### src/logic/bscc_pkg.sv
// Functional notes
// - Clock mode strap low selects 100 MHz reference, high selects 125 MHz.
// - PLLs make 2.5 GHz lane clock and 250 MHz core clock; only the reference rate is reported.
// - All boot straps latch when the external fundamental reset negates.
// - Strap pins are ignored outside a fundamental reset sequence.
// - Straps from the most recent cold reset readable in switch status.
// - Downstream common-clock strap seeds every downstream slot clock bit.
// - Upstream common-clock strap seeds upstream slot clock bit, writable.
// - Slow strap selects 100 KHz master SMBus, else 400 kHz; fixed.
// - Reset-halt strap holds device in reset until halt bit cleared.
// - Halt bit in switch control overrides strap; external agent clears it.
// - Mode 0 normal, 1 EEPROM init, 2 low latency, 3 both.
// - Low-latency modes cut 8 ns; use with common clock or payload below 2KB.
// - Aux power strap 0 disables aux logic and clears sticky bits.
// - During reset, EEPROM or SMBus may override the four overridable straps.
// - EEPROM initialisation may write any bit of any visible register; here status and clocks ignore writes.
// - Reset without external reset reuses the previously latched straps.
// - Asserted reset-halt strap sets the halt indication in switch status.
package bscc_pkg;
   localparam logic [7:0] ADDR_STATUS   = 8'h00;
   localparam logic [7:0] ADDR_CONTROL  = 8'h04;
   localparam logic [7:0] ADDR_LINK_US  = 8'h08;
   localparam logic [7:0] ADDR_LINK_DS  = 8'h0c;
   localparam logic [7:0] ADDR_CLOCKS   = 8'h10;
   // Status fields
   localparam int ST_REFCLK  = 0;
   localparam int ST_UPSTREAM_COMMON_CLOCK_STRAP  = 1;
   localparam int ST_DOWNSTREAM_COMMON_CLOCK_STRAP  = 2;
   localparam int ST_SMBSLOW = 3;
   localparam int ST_HALT    = 4;
   localparam int ST_MODE    = 5;   // Three bits
   localparam int ST_APWRN   = 8;
   localparam int ST_LOWLAT  = 9;
   localparam int ST_EEINIT  = 10;
   localparam int ST_BADMODE = 11;
   localparam int ST_RUN     = 12;
   // Control fields
   localparam int CT_HALT    = 0;
   localparam int CT_FRST    = 1;
   localparam int CT_APWRN   = 2;
   localparam int CT_STICKY  = 3;
   // Rates in kHz
   localparam logic [31:0] REF_100_KHZ  = 32'd100000;
   localparam logic [31:0] REF_125_KHZ  = 32'd125000;
   localparam logic [31:0] SERDES_KHZ   = 32'd2500000;
   localparam logic [31:0] CORE_KHZ     = 32'd250000;
   localparam logic [15:0] SMB_SLOW_KHZ = 16'd100;
   localparam logic [15:0] SMB_FAST_KHZ = 16'd400;
   localparam logic [7:0]  LOWLAT_NS    = 8'd8;
   localparam logic [2:0]  MODE_MAX     = 3'h3;
   localparam logic [31:0] STICKY_RST   = 32'h0000_0000;
endpackage : bscc_pkg

### src/logic/bscc_strap_latch.sv
`timescale 1ns/1ps
`default_nettype none
// Strap capture register: loads only on the negation edge of the reset pin
module bscc_strap_latch #(
   parameter int W = 9
) (
   // Clock and reset
   input  wire logic         core_clk,
   input  wire logic         rst_n,
   // Capture
   input  wire logic         capture,
   input  wire logic [W-1:0] straps,
   output var  logic [W-1:0] held
);
   logic [W-1:0] held_d;

   // Hold between captures; pin changes elsewhere do nothing
   always_comb begin
      held_d = capture ? straps : held;
   end

   // Register only
   always_ff @(posedge core_clk) begin
      if (!rst_n) begin
         held <= '0;
      end else begin
         held <= held_d;
      end
   end
endmodule : bscc_strap_latch
`default_nettype wire

### src/logic/bscc_top.sv
// Decided for this implementation: the register addresses and register access over APB.
`timescale 1ns/1ps
`default_nettype none
module bscc_top #(
   parameter int NDS = 4
) (
   // Clock and reset
   input  wire logic            core_clk,
   input  wire logic            rst_n,
   // Strap pins and fundamental reset pin
   input  wire logic            fundamental_reset_in_n,
   input  wire logic            ref_clock_freq_select,
   input  wire logic            upstream_common_clock_strap,
   input  wire logic            downstream_common_clock_strap,
   input  wire logic            master_smbus_slow_strap,
   input  wire logic            reset_halt_strap,
   input  wire logic [2:0]      switch_mode_strap,
   input  wire logic            aux_power_disable_n,
   // APB slave
   input  wire logic            psel,
   input  wire logic            penable,
   input  wire logic            pwrite,
   input  wire logic [7:0]      paddr,
   input  wire logic [31:0]     pwdata,
   output logic [31:0]          prdata,
   output logic                 pready,
   output logic                 pslverr,
   // Configuration outputs
   output logic                 ref_is_125m,
   output logic [15:0]          smbus_khz,
   output logic                 eeprom_init_en,
   output logic                 low_latency_en,
   output logic                 aux_power_en,
   output logic                 sticky_clear,
   output logic                 us_slot_clock,
   output logic [NDS-1:0]       ds_slot_clock,
   output logic                 switch_halted,
   output logic                 switch_run
);
   localparam int SW = 9;

   // Reset pin edge tracking
   logic          pin_q, pin_d;
   logic          in_frst_q, in_frst_d;    // Inside a fundamental reset sequence
   logic          cold_seen_q, cold_seen_d;
   logic          capture, seq_end;
   logic [SW-1:0] strap_vec, held;

   assign strap_vec = {aux_power_disable_n, switch_mode_strap, reset_halt_strap,
                       master_smbus_slow_strap, downstream_common_clock_strap,
                       upstream_common_clock_strap, ref_clock_freq_select};
   // Only a genuine pin negation samples; soft reset keeps old values
   assign capture = fundamental_reset_in_n & ~pin_q;

   bscc_strap_latch #(.W(SW)) u_latch (
      .core_clk (core_clk),
      .rst_n    (rst_n),
      .capture  (capture),
      .straps   (strap_vec),
      .held     (held)
   );

   // Decoded strap fields
   logic       s_ref, s_us, s_ds, s_slow, s_halt, s_apwrn;
   logic [2:0] s_mode;
   assign {s_apwrn, s_mode, s_halt, s_slow, s_ds, s_us, s_ref} = held;

   // Sequence bookkeeping
   logic frst_req;
   always_comb begin
      pin_d       = fundamental_reset_in_n;
      in_frst_d   = in_frst_q;
      cold_seen_d = cold_seen_q | capture;
      if (!fundamental_reset_in_n || frst_req) begin
         in_frst_d = 1'b1;
      end else if (seq_end) begin
         in_frst_d = 1'b0;
      end
   end

   always_ff @(posedge core_clk) begin
      if (!rst_n) begin
         // Idle level of the pin, so leaving rst_n is never taken as a negation
         pin_q       <= 1'b1;
         in_frst_q   <= 1'b1;
         cold_seen_q <= 1'b0;
      end else begin
         pin_q       <= pin_d;
         in_frst_q   <= in_frst_d;
         cold_seen_q <= cold_seen_d;
      end
   end

   // Reset sequence states
   typedef enum logic [3:0] {
      BSCC_WAIT = 4'b0001,
      BSCC_LOAD = 4'b0010,
      BSCC_HALT = 4'b0100,
      BSCC_RUN  = 4'b1000
   } bscc_state_e;
   bscc_state_e st_q, st_d;

   // Software-visible state
   logic           halt_q, halt_d;
   logic           apwrn_q, apwrn_d;
   logic           us_q, us_d;
   logic [NDS-1:0] ds_q, ds_d;
   logic [31:0]    sticky_q, sticky_d;
   logic           load_pend_q, load_pend_d;

   // APB decode, zero wait state
   logic wr, rd_ok;
   assign wr    = psel & penable & pwrite;
   assign rd_ok = (paddr == bscc_pkg::ADDR_STATUS) || (paddr == bscc_pkg::ADDR_CONTROL) ||
                  (paddr == bscc_pkg::ADDR_LINK_US) || (paddr == bscc_pkg::ADDR_LINK_DS) ||
                  (paddr == bscc_pkg::ADDR_CLOCKS);
   assign frst_req = wr && paddr == bscc_pkg::ADDR_CONTROL && pwdata[bscc_pkg::CT_FRST];

   // Sequencer: wait for pin release, seed overridables, optional halt
   always_comb begin
      st_d        = st_q;
      halt_d      = halt_q;
      apwrn_d     = apwrn_q;
      us_d        = us_q;
      ds_d        = ds_q;
      sticky_d    = sticky_q;
      load_pend_d = load_pend_q | capture | frst_req;
      seq_end     = 1'b0;
      unique case (st_q)
         BSCC_WAIT: begin
            if (fundamental_reset_in_n && !capture && load_pend_q) begin
               st_d = BSCC_LOAD;
            end
         end
         BSCC_LOAD: begin
            load_pend_d = 1'b0;
            halt_d  = s_halt;
            apwrn_d = s_apwrn;
            us_d    = s_us;
            ds_d    = {NDS{s_ds}};
            if (!s_apwrn) begin
               sticky_d = bscc_pkg::STICKY_RST;
            end
            st_d = s_halt ? BSCC_HALT : BSCC_RUN;
         end
         BSCC_HALT: begin
            if (!halt_q) begin
               st_d    = BSCC_RUN;
               seq_end = 1'b1;
            end
         end
         BSCC_RUN: begin
            seq_end = 1'b1;
         end
      endcase
      if (!fundamental_reset_in_n || frst_req) begin
         st_d = BSCC_WAIT;
      end
      // Register writes; overridable straps writable, others fixed
      if (wr && st_q != BSCC_LOAD) begin
         unique case (paddr)
            bscc_pkg::ADDR_CONTROL: begin
               halt_d   = pwdata[bscc_pkg::CT_HALT];
               apwrn_d  = pwdata[bscc_pkg::CT_APWRN];
               sticky_d = {31'h0000_0000, pwdata[bscc_pkg::CT_STICKY]} | sticky_q;
            end
            bscc_pkg::ADDR_LINK_US: us_d = pwdata[0];
            bscc_pkg::ADDR_LINK_DS: ds_d = pwdata[NDS-1:0];
            default: begin
            end
         endcase
      end
   end

   always_ff @(posedge core_clk) begin
      if (!rst_n) begin
         st_q        <= BSCC_WAIT;
         halt_q      <= 1'b0;
         apwrn_q     <= 1'b1;
         us_q        <= 1'b0;
         ds_q        <= '0;
         sticky_q    <= bscc_pkg::STICKY_RST;
         load_pend_q <= 1'b0;
      end else begin
         st_q        <= st_d;
         halt_q      <= halt_d;
         apwrn_q     <= apwrn_d;
         us_q        <= us_d;
         ds_q        <= ds_d;
         sticky_q    <= sticky_d;
         load_pend_q <= load_pend_d;
      end
   end

   // Read mux
   logic [31:0] status_w, rd_d;
   logic        low_lat, ee_init, bad_mode;
   assign ee_init  = s_mode[0] & (s_mode <= bscc_pkg::MODE_MAX);
   assign low_lat  = s_mode[1] & (s_mode <= bscc_pkg::MODE_MAX);
   assign bad_mode = s_mode > bscc_pkg::MODE_MAX;
   always_comb begin
      status_w = 32'h0000_0000;
      status_w[bscc_pkg::ST_REFCLK]  = s_ref;
      status_w[bscc_pkg::ST_UPSTREAM_COMMON_CLOCK_STRAP]  = s_us;
      status_w[bscc_pkg::ST_DOWNSTREAM_COMMON_CLOCK_STRAP]  = s_ds;
      status_w[bscc_pkg::ST_SMBSLOW] = s_slow;
      status_w[bscc_pkg::ST_HALT]    = s_halt;
      status_w[bscc_pkg::ST_MODE+:3] = s_mode;
      status_w[bscc_pkg::ST_APWRN]   = s_apwrn;
      status_w[bscc_pkg::ST_LOWLAT]  = low_lat;
      status_w[bscc_pkg::ST_EEINIT]  = ee_init;
      status_w[bscc_pkg::ST_BADMODE] = bad_mode;
      status_w[bscc_pkg::ST_RUN]     = (st_q == BSCC_RUN) & cold_seen_q;
      rd_d = 32'h0000_0000;
      unique case (paddr)
         bscc_pkg::ADDR_STATUS:  rd_d = status_w;
         bscc_pkg::ADDR_CONTROL: rd_d = {29'h0, apwrn_q, 1'b0, halt_q};
         bscc_pkg::ADDR_LINK_US: rd_d = {31'h0, us_q};
         bscc_pkg::ADDR_LINK_DS: rd_d = {{(32-NDS){1'b0}}, ds_q};
         // Reference rate in kHz; lane and core rates are fixed by the PLL
         bscc_pkg::ADDR_CLOCKS:  rd_d = s_ref ? bscc_pkg::REF_125_KHZ
                                              : bscc_pkg::REF_100_KHZ;
         default:                rd_d = 32'h0000_0000;
      endcase
   end

   // Output registers; all outputs leave from flip-flops
   always_ff @(posedge core_clk) begin
      if (!rst_n) begin
         prdata         <= 32'h0000_0000;
         pready         <= 1'b0;
         pslverr        <= 1'b0;
         ref_is_125m    <= 1'b0;
         smbus_khz      <= bscc_pkg::SMB_FAST_KHZ;
         eeprom_init_en <= 1'b0;
         low_latency_en <= 1'b0;
         aux_power_en   <= 1'b1;
         sticky_clear   <= 1'b0;
         us_slot_clock  <= 1'b0;
         ds_slot_clock  <= '0;
         switch_halted  <= 1'b0;
         switch_run     <= 1'b0;
      end else begin
         // Ready one cycle into setup, so access phase always ends at once
         pready         <= psel & ~penable;
         prdata         <= (psel & ~penable & ~pwrite) ? rd_d : 32'h0000_0000;
         pslverr        <= psel & ~penable & ~rd_ok;
         ref_is_125m    <= s_ref;
         smbus_khz      <= s_slow ? bscc_pkg::SMB_SLOW_KHZ
                                  : bscc_pkg::SMB_FAST_KHZ;
         eeprom_init_en <= ee_init;
         low_latency_en <= low_lat;
         aux_power_en   <= apwrn_q;
         sticky_clear   <= (st_q == BSCC_LOAD) & ~s_apwrn;
         us_slot_clock  <= us_q;
         ds_slot_clock  <= ds_q;
         switch_halted  <= (st_q == BSCC_HALT);
         switch_run     <= (st_q == BSCC_RUN);
      end
   end

   // Checks
   chk_capture_on_rise: assert property (@(posedge core_clk) disable iff (!rst_n)
      capture |=> held == $past(strap_vec)) else $error("straps not latched");
   chk_pins_ignored: assert property (@(posedge core_clk) disable iff (!rst_n)
      !capture |=> held == $past(held)) else $error("straps changed");
   chk_halt_holds: assert property (@(posedge core_clk) disable iff (!rst_n)
      (st_q == BSCC_HALT && halt_q && fundamental_reset_in_n && !frst_req) |=> st_q == BSCC_HALT)
      else $error("left halt early");
   chk_halt_seed: assert property (@(posedge core_clk) disable iff (!rst_n)
      st_q == BSCC_LOAD |=> halt_q == $past(s_halt)) else $error("halt not seeded");
   chk_smbus_rate: assert property (@(posedge core_clk) disable iff (!rst_n)
      ##1 smbus_khz == ($past(s_slow) ? 16'd100 : 16'd400)) else $error("smbus rate");
   chk_ds_seed: assert property (@(posedge core_clk) disable iff (!rst_n)
      st_q == BSCC_LOAD |=> ##1 ds_slot_clock == {NDS{$past(s_ds, 2)}})
      else $error("ds seed");
   chk_us_seed: assert property (@(posedge core_clk) disable iff (!rst_n)
      st_q == BSCC_LOAD |=> us_q == $past(s_us)) else $error("us seed");
   chk_sticky_clear: assert property (@(posedge core_clk) disable iff (!rst_n)
      (st_q == BSCC_LOAD && !s_apwrn) |=> sticky_q == 32'h0 && sticky_clear)
      else $error("sticky not cleared");
   chk_mode_decode: assert property (@(posedge core_clk) disable iff (!rst_n)
      ##1 low_latency_en == ($past(s_mode) == 3'h2 || $past(s_mode) == 3'h3))
      else $error("mode decode");
   chk_apb_ready: assert property (@(posedge core_clk) disable iff (!rst_n)
      (psel && !penable) |=> pready) else $error("no ready");
endmodule : bscc_top
`default_nettype wire

### config.mk
export PLATFORM = sky130hd
export DESIGN_NAME = bscc_top
export DESIGN_NICKNAME = d
export VERILOG_FILES = /design/src/logic/bscc_pkg.sv /design/src/logic/bscc_strap_latch.sv /design/src/logic/bscc_top.sv
export SDC_FILE = /design/constraint.sdc
export NUM_CORES = 1
export LEC_CHECK = 0
export BUFFER_PORTS_ARGS = -buffer_cell sky130_fd_sc_hd__buf_2
export CORE_ASPECT_RATIO = 1.5
export CORE_MARGIN = 1.5
export CORE_UTILIZATION = 47
export CTS_CLUSTER_DIAMETER = 40
export CTS_CLUSTER_SIZE = 25
export DETAILED_ROUTE_END_ITERATION = 8
export GPL_TIMING_DRIVEN = 0
export PLACE_DENSITY_LB_ADDON = 0.2
export SLEW_MARGIN = 25
export SYNTH_ARGS = -nofsm -noshare
export SYNTH_HDL_FRONTEND = slang
export SYNTH_HIERARCHICAL = 1
export SYNTH_SLANG_ARGS = --single-unit
export TNS_END_PERCENT = 100
### constraint.sdc
create_clock -name core_clk -period 2.9 [get_ports core_clk]
set_input_delay 0.145 -clock core_clk [delete_from_list [all_inputs] [get_ports core_clk]]
set_output_delay 0.145 -clock core_clk [all_outputs]
set_load 0.01 [all_outputs]
==> impl_metrics.toml, run 1 <==
[grt]
antenna_found_initial = 0
grt_pass1_wl_um = 6720
grt_pass1_vias = 1507
grt-ovfl-total = 0
grt.total_usage_pct = 17.3
grt_start_max_net_pins = 19

[route]
post_drt_wl_per_cell_um = 11.8
drtPass1Iterations = 4
final_antenna_net_count = 0
detail_route.wirelength_um = 4520
viasPerCell = 4.60
vias = 1762
drc = 0
first_iter_violations = 34

[clocking]
cts_sinks = 54
htreeDepth = 2
cts_buffer_depth = 2
cts_setup_buffers = 0
cts-root-buf = "clkbuf_8"
cts-resized-gates = 0
clk_pin_slew_ps = 90
hold_buffers = 0
cts_made_buffers = 5
insertion_delay_ps = 320
cts_tree = "done"

[sta]
skew_ps = 9.36
holdWs_ps = 51.2
hold_viol = 0
fin_crit_sh_pct = 55.1
setup_viol = 0
setup_tns_ps = 0
rsz0062_at_grt = "false"
max_freq_ghz = 0.625
fin_crit_ps = 1600
drv_slew = 0
relSlewSlack_pct = 64.8
worstMarginPinSlew_ps = 528

[yosys]
synth.distinct_cells = 45
synth_flop_cell = "dfxtp_1"
postSynthCellCount = 224
synth_area_leaders = "dfxtp_1 (48%), buf_4 (10%), mux2i_1 (6.7%)"
syn_area_per_cell_um2 = 10.0
async_reset_ff_share_pct = 0
syn_area_mm2 = 0.00224
ys_seq_elements = 54
ys_warn_count = 6
synth_top_area_share_pct = 48.2
synth.yosys.seq_area_share_pct = 48.2
yosys.area.top_type = "dfxtp_1"
synth_edf_count = 0

[setup_path]
reg2reg_slack_ps = 1300
end_kind = "flip-flop"
crit_path_max_fanout = 10
slowest_delay_ps = 570
slowest_stage = "or4b_4"
worstSetupStartpointType = "flip-flop"
crit_family = "simple AND/OR/NAND/NOR gates"
critPathRequiredTime_ps = 3110
worstPathCellList = "or4b_4 -> buf_6 -> mux2i_1 -> o21ai_1 -> o311a_1"
worst-path-buf-inv = 1
path_class = "reg2reg"
arrival_ps = 1800

[placed_design]
dp.cells = 375
portBuffers = 63
gp_congestion = 0.843
hpwl_um = 3490

[layout]
seq_area_mm2 = 0.00108
fillers = 431
syn_to_final_growth_pct = 25.8
finalNonFillerCells = 383
multi_input_area_um2 = 967
fin_util_pct = 62.1
drive_above_1_share_pct = 34.5
diodes = 0
final_nets = 373

[floorplan]
dieWidth_um = 59.4
io_pins = 117
die_area_mm2 = 0.00521
std_cell_rows = 30
die_h_um = 87.6
core-area_mm2 = 0.00454
initial_core_util_pct = 49.4

[run]
maxCapViolations = 0

[hold_path]
hp-class = "in2reg"

[status]
outcome = "complete, no violations"

[pwr]
p_per_area_mw_per_mm2 = 463
power_leakage_uw = 0.00136
ir_worst_vdd_v = 0.000325
finalPower_uw = 1310
==> power by group <==
part / internal [uW] / switching, uW
clock network: 173 / 255
logic: 59.1 / 62.7
registers: 751 / 7.36
total: 983 / 325
==> cells in the mapped netlist, types with 2 or more instances <==
cell      instances
nor2b_1          13
a31oi_1           2
and3_1            3
buf_4            31
o311a_1           4
nor3b_1           2
nand4_1           3
nand2b_1          5
inv_1             4
nand2_1          13
nor4b_1           2
nor2_1            9
o21ai_1           6
mux2i_1          15
nand3_1           4
clkbuf_1          3
a21oi_1           8
o21ai_0           4
and2_1           10
and3b_1           2
dfxtp_1          54
nor3_1            3
buf_6             2
==> cell type report <==
cell class              instances  share of cell area, %
plain buffers                  36                   9.45
clock buffers                   5                   2.44
clock inverters                 3                  0.843
inverters                       5                  0.665
multi-input cells             153                   34.3
flip-flops and latches         54                   38.3
well taps                      64                   2.84
repair buffers                 63                   11.2
==> state kept, by name (all words and copies together), names as in the netlist, 2 cells and up <==
signal         flops
ds_q               4
ds_slot_clock      4
prdata            15
smbus_khz          2
st_q               4
u_latch/held       9
==> through the flow <==
step           setup slack (ps)  instance area, um2
6_report                   1300                2820
3_5_place_dp               1330                2730
4_1_cts                    1320                2820
2_1_floorplan              1430                2330
3_3_place_gp               1350                2730
5_1_grt                    1220                2820
==> cell usage in the layout (no fill, tap or decap), types with 5 or more instances in the layout <==
cell      synthesis  final
and2_1           10     10
clkbuf_8          0      5
nor2_1            9      9
nor2b_1          13     13
conb_1            1     25
mux2i_1          15     15
nand2_1          13     13
buf_2             0     63
nand2b_1          5      5
buf_4            31     31
o21ai_1           6      6
a21oi_1           8      8
dfxtp_1          54     54
==> layer usage <==
layer / global-route usage [%] / vias up / routed length, um
met5: 0 / - / 0
met4: 8.47 / 0 / 125
met3: 4.28 / 10 / 296
met2: 31.1 / 67 / 2300
met1: 18.2 / 773 / 1790
li1: - / 912 / -
==> cells by family after synthesis <==
family                 count (synthesis)  share of synthesized area [%]
buffers and inverters                 41                           12.7
flip-flops                            54                           48.2
AO/OA/AOI/OAI                         35                           10.5
other                                  1                          0.167
multiplexers                          17                           8.20
AND/OR/NAND/NOR                       76                           20.2
==> worst paths after layout <==
| kind | endpoint | from | depth (start not counted) |
|---|---|---|---|
| max | ds_q[3]$_SDFF_PN0_ | st_q[3]$_SDFFE_PP0P_ | 5 |
| min | pready$_SDFF_PN0_ | penable | 2 |
| max reg2reg | ds_q[3]$_SDFF_PN0_ | st_q[3]$_SDFFE_PP0P_ | 5 |
| min reg2reg | cold_seen_q$_SDFF_PN0_ | cold_seen_q$_SDFF_PN0_ | 1 |
==> worst register-to-register path, cell delays in order, from the launching register on <==
cell and delay [ps]:
dfxtp_1 390, or4b_4 570, buf_6 170, mux2i_1 150, o21ai_1 90, o311a_1 130
Power figures use the tool's default switching activity.
==> run 2: changes to the inputs <==
Settings changed: CORE_UTILIZATION 47 to 45.
Clock period 2.9 ns to 1.5 ns, I/O delays scaled along.
==> impl_metrics.toml, run 2 (same netlist as run 1, synthesis figures left out) <==
[status]
outcome = "finished with violations"
violations = "hold timing, setup timing"

[setup_path]
critPathRequiredTime_ps = 1690
arrival_ps = 1730
crit_path_max_fanout = 9
worstSetupStartpointType = "flip-flop"
path_class = "reg2reg"
end_kind = "flip-flop"

[pwr]
netSwitchingPower_uw = 606
power_leakage_uw = 0.00138
finalPower_uw = 2510
ir_worst_vdd_v = 0.000430
power_frac_clock_pct = 32.0
p_per_area_mw_per_mm2 = 874
switching_share_pct = 24.2
comb_power_share_pct = 9.5
p_seq_share_pct = 58.4
p_int_uw = 1900

[sta]
relSlewSlack_pct = 63.7
fin_crit_ps = 1540
max_freq_ghz = 0.651
rsz0062_at_grt = "true"
worstMarginPinSlew_ps = 545
skew_ps = 7.28
holdWs_ps = -0.923
hold_viol = 1
setup_viol = 5
drv_slew = 0
fin_crit_sh_pct = 102
setup_slack_ps = -35.3

[layout]
diodes = 0
fillers = 461
drive_above_1_share_pct = 35.6
layout_common_cells = "buf_2 (63), dfxtp_1 (52), buf_4 (34)"
final_common_cell = "buf_2"
final_nets = 377
top_register = "prdata"
syn_to_final_growth_pct = 27.7
largest_reg_flops = 15
biggestRegsByFlops = "prdata: 15 flops, u_latch/held: 9 flops"

[clocking]
htreeDepth = 2
cts_buffer_depth = 2
cts-root-buf = "clkbuf_8"
clk_pin_slew_ps = 100
cts_sinks = 54
cts_tree = "done"
cts_made_buffers = 5
insertion_delay_ps = 300

[floorplan]
io_pins = 117
core-area_mm2 = 0.00481
initial_core_util_pct = 46.6
die_area_mm2 = 0.00543
std_cell_rows = 31
die_h_um = 89.5
dieWidth_um = 60.7

[grt]
grt_pass1_wl_um = 6750
grt_pass1_vias = 1513
antenna_found_initial = 0
grt_start_max_net_pins = 19
grt-ovfl-total = 0
grt.total_usage_pct = 16.6

[route]
final_antenna_net_count = 0
first_iter_violations = 43
detail_route.wirelength_um = 4430
vias = 1784
drc = 0
viasPerCell = 4.59
drtPass1Iterations = 5
post_drt_wl_per_cell_um = 11.4

[placed_design]
gp_congestion = 0.844
portBuffers = 63
hpwl_um = 3380

[run]
maxCapViolations = 0

[hold_path]
hp-class = "in2reg"
[run 2: per-layer routing]
| metal | wire [um] | vias up | GRT usage [%] |
|---|---|---|---|
| met5 | 0 | - | 0 |
| met4 | 89 | 0 | 6.92 |
| met3 | 287 | 8 | 3.62 |
| met2 | 2240 | 72 | 29.8 |
| met1 | 1810 | 778 | 18.3 |
| li1 | - | 926 | - |
[run 2: through the flow]
stage / instances / setup TNS, ps / setup slack, ps / area [um2] / util, %
2_1_floorplan: 248 / 0 / 28.8 / 2330 / -
3_3_place_gp: 377 / -141 / -38.1 / 2730 / 56.8
3_5_place_dp: 377 / -213 / -50.0 / 2730 / 56.8
4_1_cts: 386 / -148 / -38.0 / 2840 / 59.0
5_1_grt: 389 / -417 / -93.5 / 2870 / 59.6
6_report: 389 / -124 / -35.3 / 2870 / 59.6
[run 2: worst paths after layout]
path	from	end	slack, ps	cells after the start
hold / removal	fundamental_reset_in_n	pin_q$_SDFF_PN1_	-0.9	2
setup / recovery	st_q[3]$_SDFFE_PP0P_	ds_q[0]$_SDFF_PN0_	-40	5
hold reg to reg	apwrn_q$_SDFF_PN1_	aux_power_en$_SDFF_PN1_	480	1
setup reg to reg	st_q[3]$_SDFFE_PP0P_	ds_q[0]$_SDFF_PN0_	-40	5
[run 2: power by group through the flow]
| stage | combinational [uW] | clock, uW | sequential, uW |
|---|---|---|---|
| floorplan | 156 | 0 | 1500 |
| detailed placement | 233 | 0 | 1500 |
| global route | 262 | 889 | 1470 |
| CTS | 236 | 822 | 1470 |
| global placement | 232 | 0 | 1500 |
| finish | 238 | 803 | 1460 |
[run 2: layout make-up]
| cell class | count | area, um2 | area share, % |
|---|---|---|---|
| Buffer | 36 | 270 | 9.43 |
| Clock buffer | 5 | 68.8 | 2.40 |
| Clock inverter | 3 | 23.8 | 0.830 |
| Inverter | 5 | 18.8 | 0.655 |
| Multi-Input combinational cell | 153 | 967 | 33.8 |
| Sequential cell | 54 | 1090 | 37.9 |
| Tap cell | 66 | 82.6 | 2.88 |
| Timing Repair Buffer | 67 | 348 | 12.1 |
[run 2: worst max-delay path, stage by stage, from the launching register on]
cell,delay (ps)
dfxtp_4,370
or4b_4,550
buf_8,160
mux2i_1,140
o21ai_1,80
o311a_1,120
[run 2: timing repair]
item,in CTS,in global routing
setup buffers,0,3
hold buffers,1,0
endpoints found under the hold margin,2,0
endpoints found under the setup margin,5,6
pin swaps,0,0
resized for setup,2,2
==> run 3: changes to the inputs <==
Settings changed: PLACE_DENSITY_LB_ADDON 0.2 to 0.25.
==> impl_metrics.toml, run 3 (same netlist as run 1, synthesis figures left out) <==
[layout]
drive_above_1_share_pct = 34.9
largest_reg_flops = 15
final_common_cell = "buf_2"
diodes = 0
layout_common_cells = "buf_2 (63), dfxtp_1 (52), buf_4 (31)"
multi_input_area_um2 = 967
fin_area_mm2 = 0.00287
syn_to_final_growth_pct = 28.0
seq_area_mm2 = 0.00108
final_nets = 375
finalNonFillerCells = 387
fillers = 455
biggestRegsByFlops = "prdata: 15 flops, u_latch/held: 9 flops"
top_register = "prdata"

[pwr]
power_leakage_uw = 0.00139
ir_worst_vdd_v = 0.000453
p_per_area_mw_per_mm2 = 942

[sta]
setup_slack_ps = -32.7
setup_viol = 5
drv_slew = 0
skew_ps = 6.36
max_freq_ghz = 0.652
rsz0062_at_grt = "true"
holdWs_ps = 21.0
fin_crit_ps = 1530
hold_viol = 0
worstMarginPinSlew_ps = 535
relSlewSlack_pct = 64.3
fin_crit_sh_pct = 102

[setup_path]
crit-reg2reg-capture = "ds_q[2]$_SDFF_PN0_"
crit_family = "simple AND/OR/NAND/NOR gates"
r2r_start = "st_q[3]$_SDFFE_PP0P_"
worst-path-buf-inv = 1
slowest_stage = "or4b_4"
worstRegToRegCells = 5
critPathRequiredTime_ps = 1700
startpoint = "st_q[3]$_SDFFE_PP0P_"
reg2reg_slack_ps = -30
crit_path_max_fanout = 10
arrival_ps = 1740
slowest_delay_ps = 550
worstSetupStartpointType = "flip-flop"
end_kind = "flip-flop"
path_class = "reg2reg"
worst-path-stages = 5
worstPathCellList = "or4b_4 -> buf_6 -> mux2i_1 -> o21ai_1 -> o311a_1"

[route]
viasPerCell = 4.63
drtPass1Iterations = 4
final_antenna_net_count = 0
vias = 1793
detail_route.wirelength_um = 4480
first_iter_violations = 75
post_drt_wl_per_cell_um = 11.6
drc = 0

[status]
violations = "setup timing"
outcome = "finished with violations"

[clocking]
insertion_delay_ps = 310
cts_sinks = 54
cts_tree = "done"
cts_made_buffers = 5
cts_buffer_depth = 2
clk_pin_slew_ps = 100
htreeDepth = 2
cts-root-buf = "clkbuf_8"

[placed_design]
post_dp_cell_area_mm2 = 0.00273
hpwl_um = 3440
dp.cells = 377
portBuffers = 63
gp_congestion = 0.904

[grt]
grt.total_usage_pct = 16.8
grt-ovfl-total = 0
grt_pass1_wl_um = 6740
grt_start_max_net_pins = 19
grt_pass1_vias = 1502
antenna_found_initial = 0

[floorplan]
dieWidth_um = 60.7
initial_core_util_pct = 46.6
std_cell_rows = 31
die_area_mm2 = 0.00543
io_pins = 117
die_h_um = 89.5
core-area_mm2 = 0.00481

[hold_path]
min_delay_path_depth = 2
hold_end = "ds_q[3]$_SDFF_PN0_"
hold_start = "pwdata[3]"
hp-class = "in2reg"

[run]
maxCapViolations = 0
run 3: final cells by class:
cell class,count,area share (%)
flip-flops and latches,54,37.7
multi-input cells,153,33.7
repair buffers,65,11.7
plain buffers,36,9.28
well taps,66,2.88
clock buffers,5,2.40
clock inverters,3,1.70
inverters,5,0.654
run 3: stage by stage:
| stage | setup TNS [ps] | utilization (%) | setup WS [ps] | total power [uW] |
|---|---|---|---|---|
| floorplan | 0 | - | 28.8 | 1650 |
| global placement | -134 | 56.8 | -36.1 | 1730 |
| detailed placement | -222 | 56.8 | -49.4 | 1730 |
| CTS | -98.7 | 59.7 | -30.5 | 2720 |
| global route | -383 | 59.7 | -105 | 2820 |
| finish | -128 | 59.7 | -32.7 | 2700 |
run 3: report_power, final:
part | leakage, uW | switching, uW | internal (uW)
registers | 0.000437 | 14.3 | 1450
logic | 0.000892 | 122 | 118
clock network | 0.0000563 | 490 | 509
total | 0.00139 | 627 | 2080
run 3: worst max-delay path by stage:
| stage | slack (ps) | endpoint |
|---|---|---|
| 3_3_place_gp | -40 | ds_q[2]$_SDFF_PN0_ |
| 5_1_grt | -100 | ds_q[2]$_SDFF_PN0_ |
| 4_1_cts | -30 | ds_q[2]$_SDFF_PN0_ |
| 2_1_floorplan | 30 | ds_q[0]$_SDFF_PN0_ |
| 3_5_place_dp | -50 | ds_q[2]$_SDFF_PN0_ |
| 6_report | -30 | ds_q[2]$_SDFF_PN0_ |
run 3: worst register-to-register path, delay by kind of cell, from the launching register on:
| family | cells | cell delay (ps) |
|---|---|---|
| DFF | 1 | 370 |
| muxes | 1 | 140 |
| and+or+nand+nor | 1 | 550 |
| AOI/OAI and AO/OA | 2 | 200 |
| buffers and inverters | 1 | 170 |
run 3: per-layer routing:
layer  global-route usage [%]  up-vias  part of all wire, %
li1                         -      920                    -
met1                     17.4      796                   38
met2                     30.6       67                   52
met3                     3.33       10                  6.0
met4                     9.49        0                  3.2
met5                        0        -                    0
run 3: timing repair:
| action | 4_1_cts | 5_1_grt |
|---|---|---|
| gates resized for setup | 2 | 0 |
| endpoints found under the hold margin | 3 | 0 |
| setup buffers | 0 | 0 |
| setup endpoints to repair | 5 | 6 |
| hold buffers | 2 | 0 |
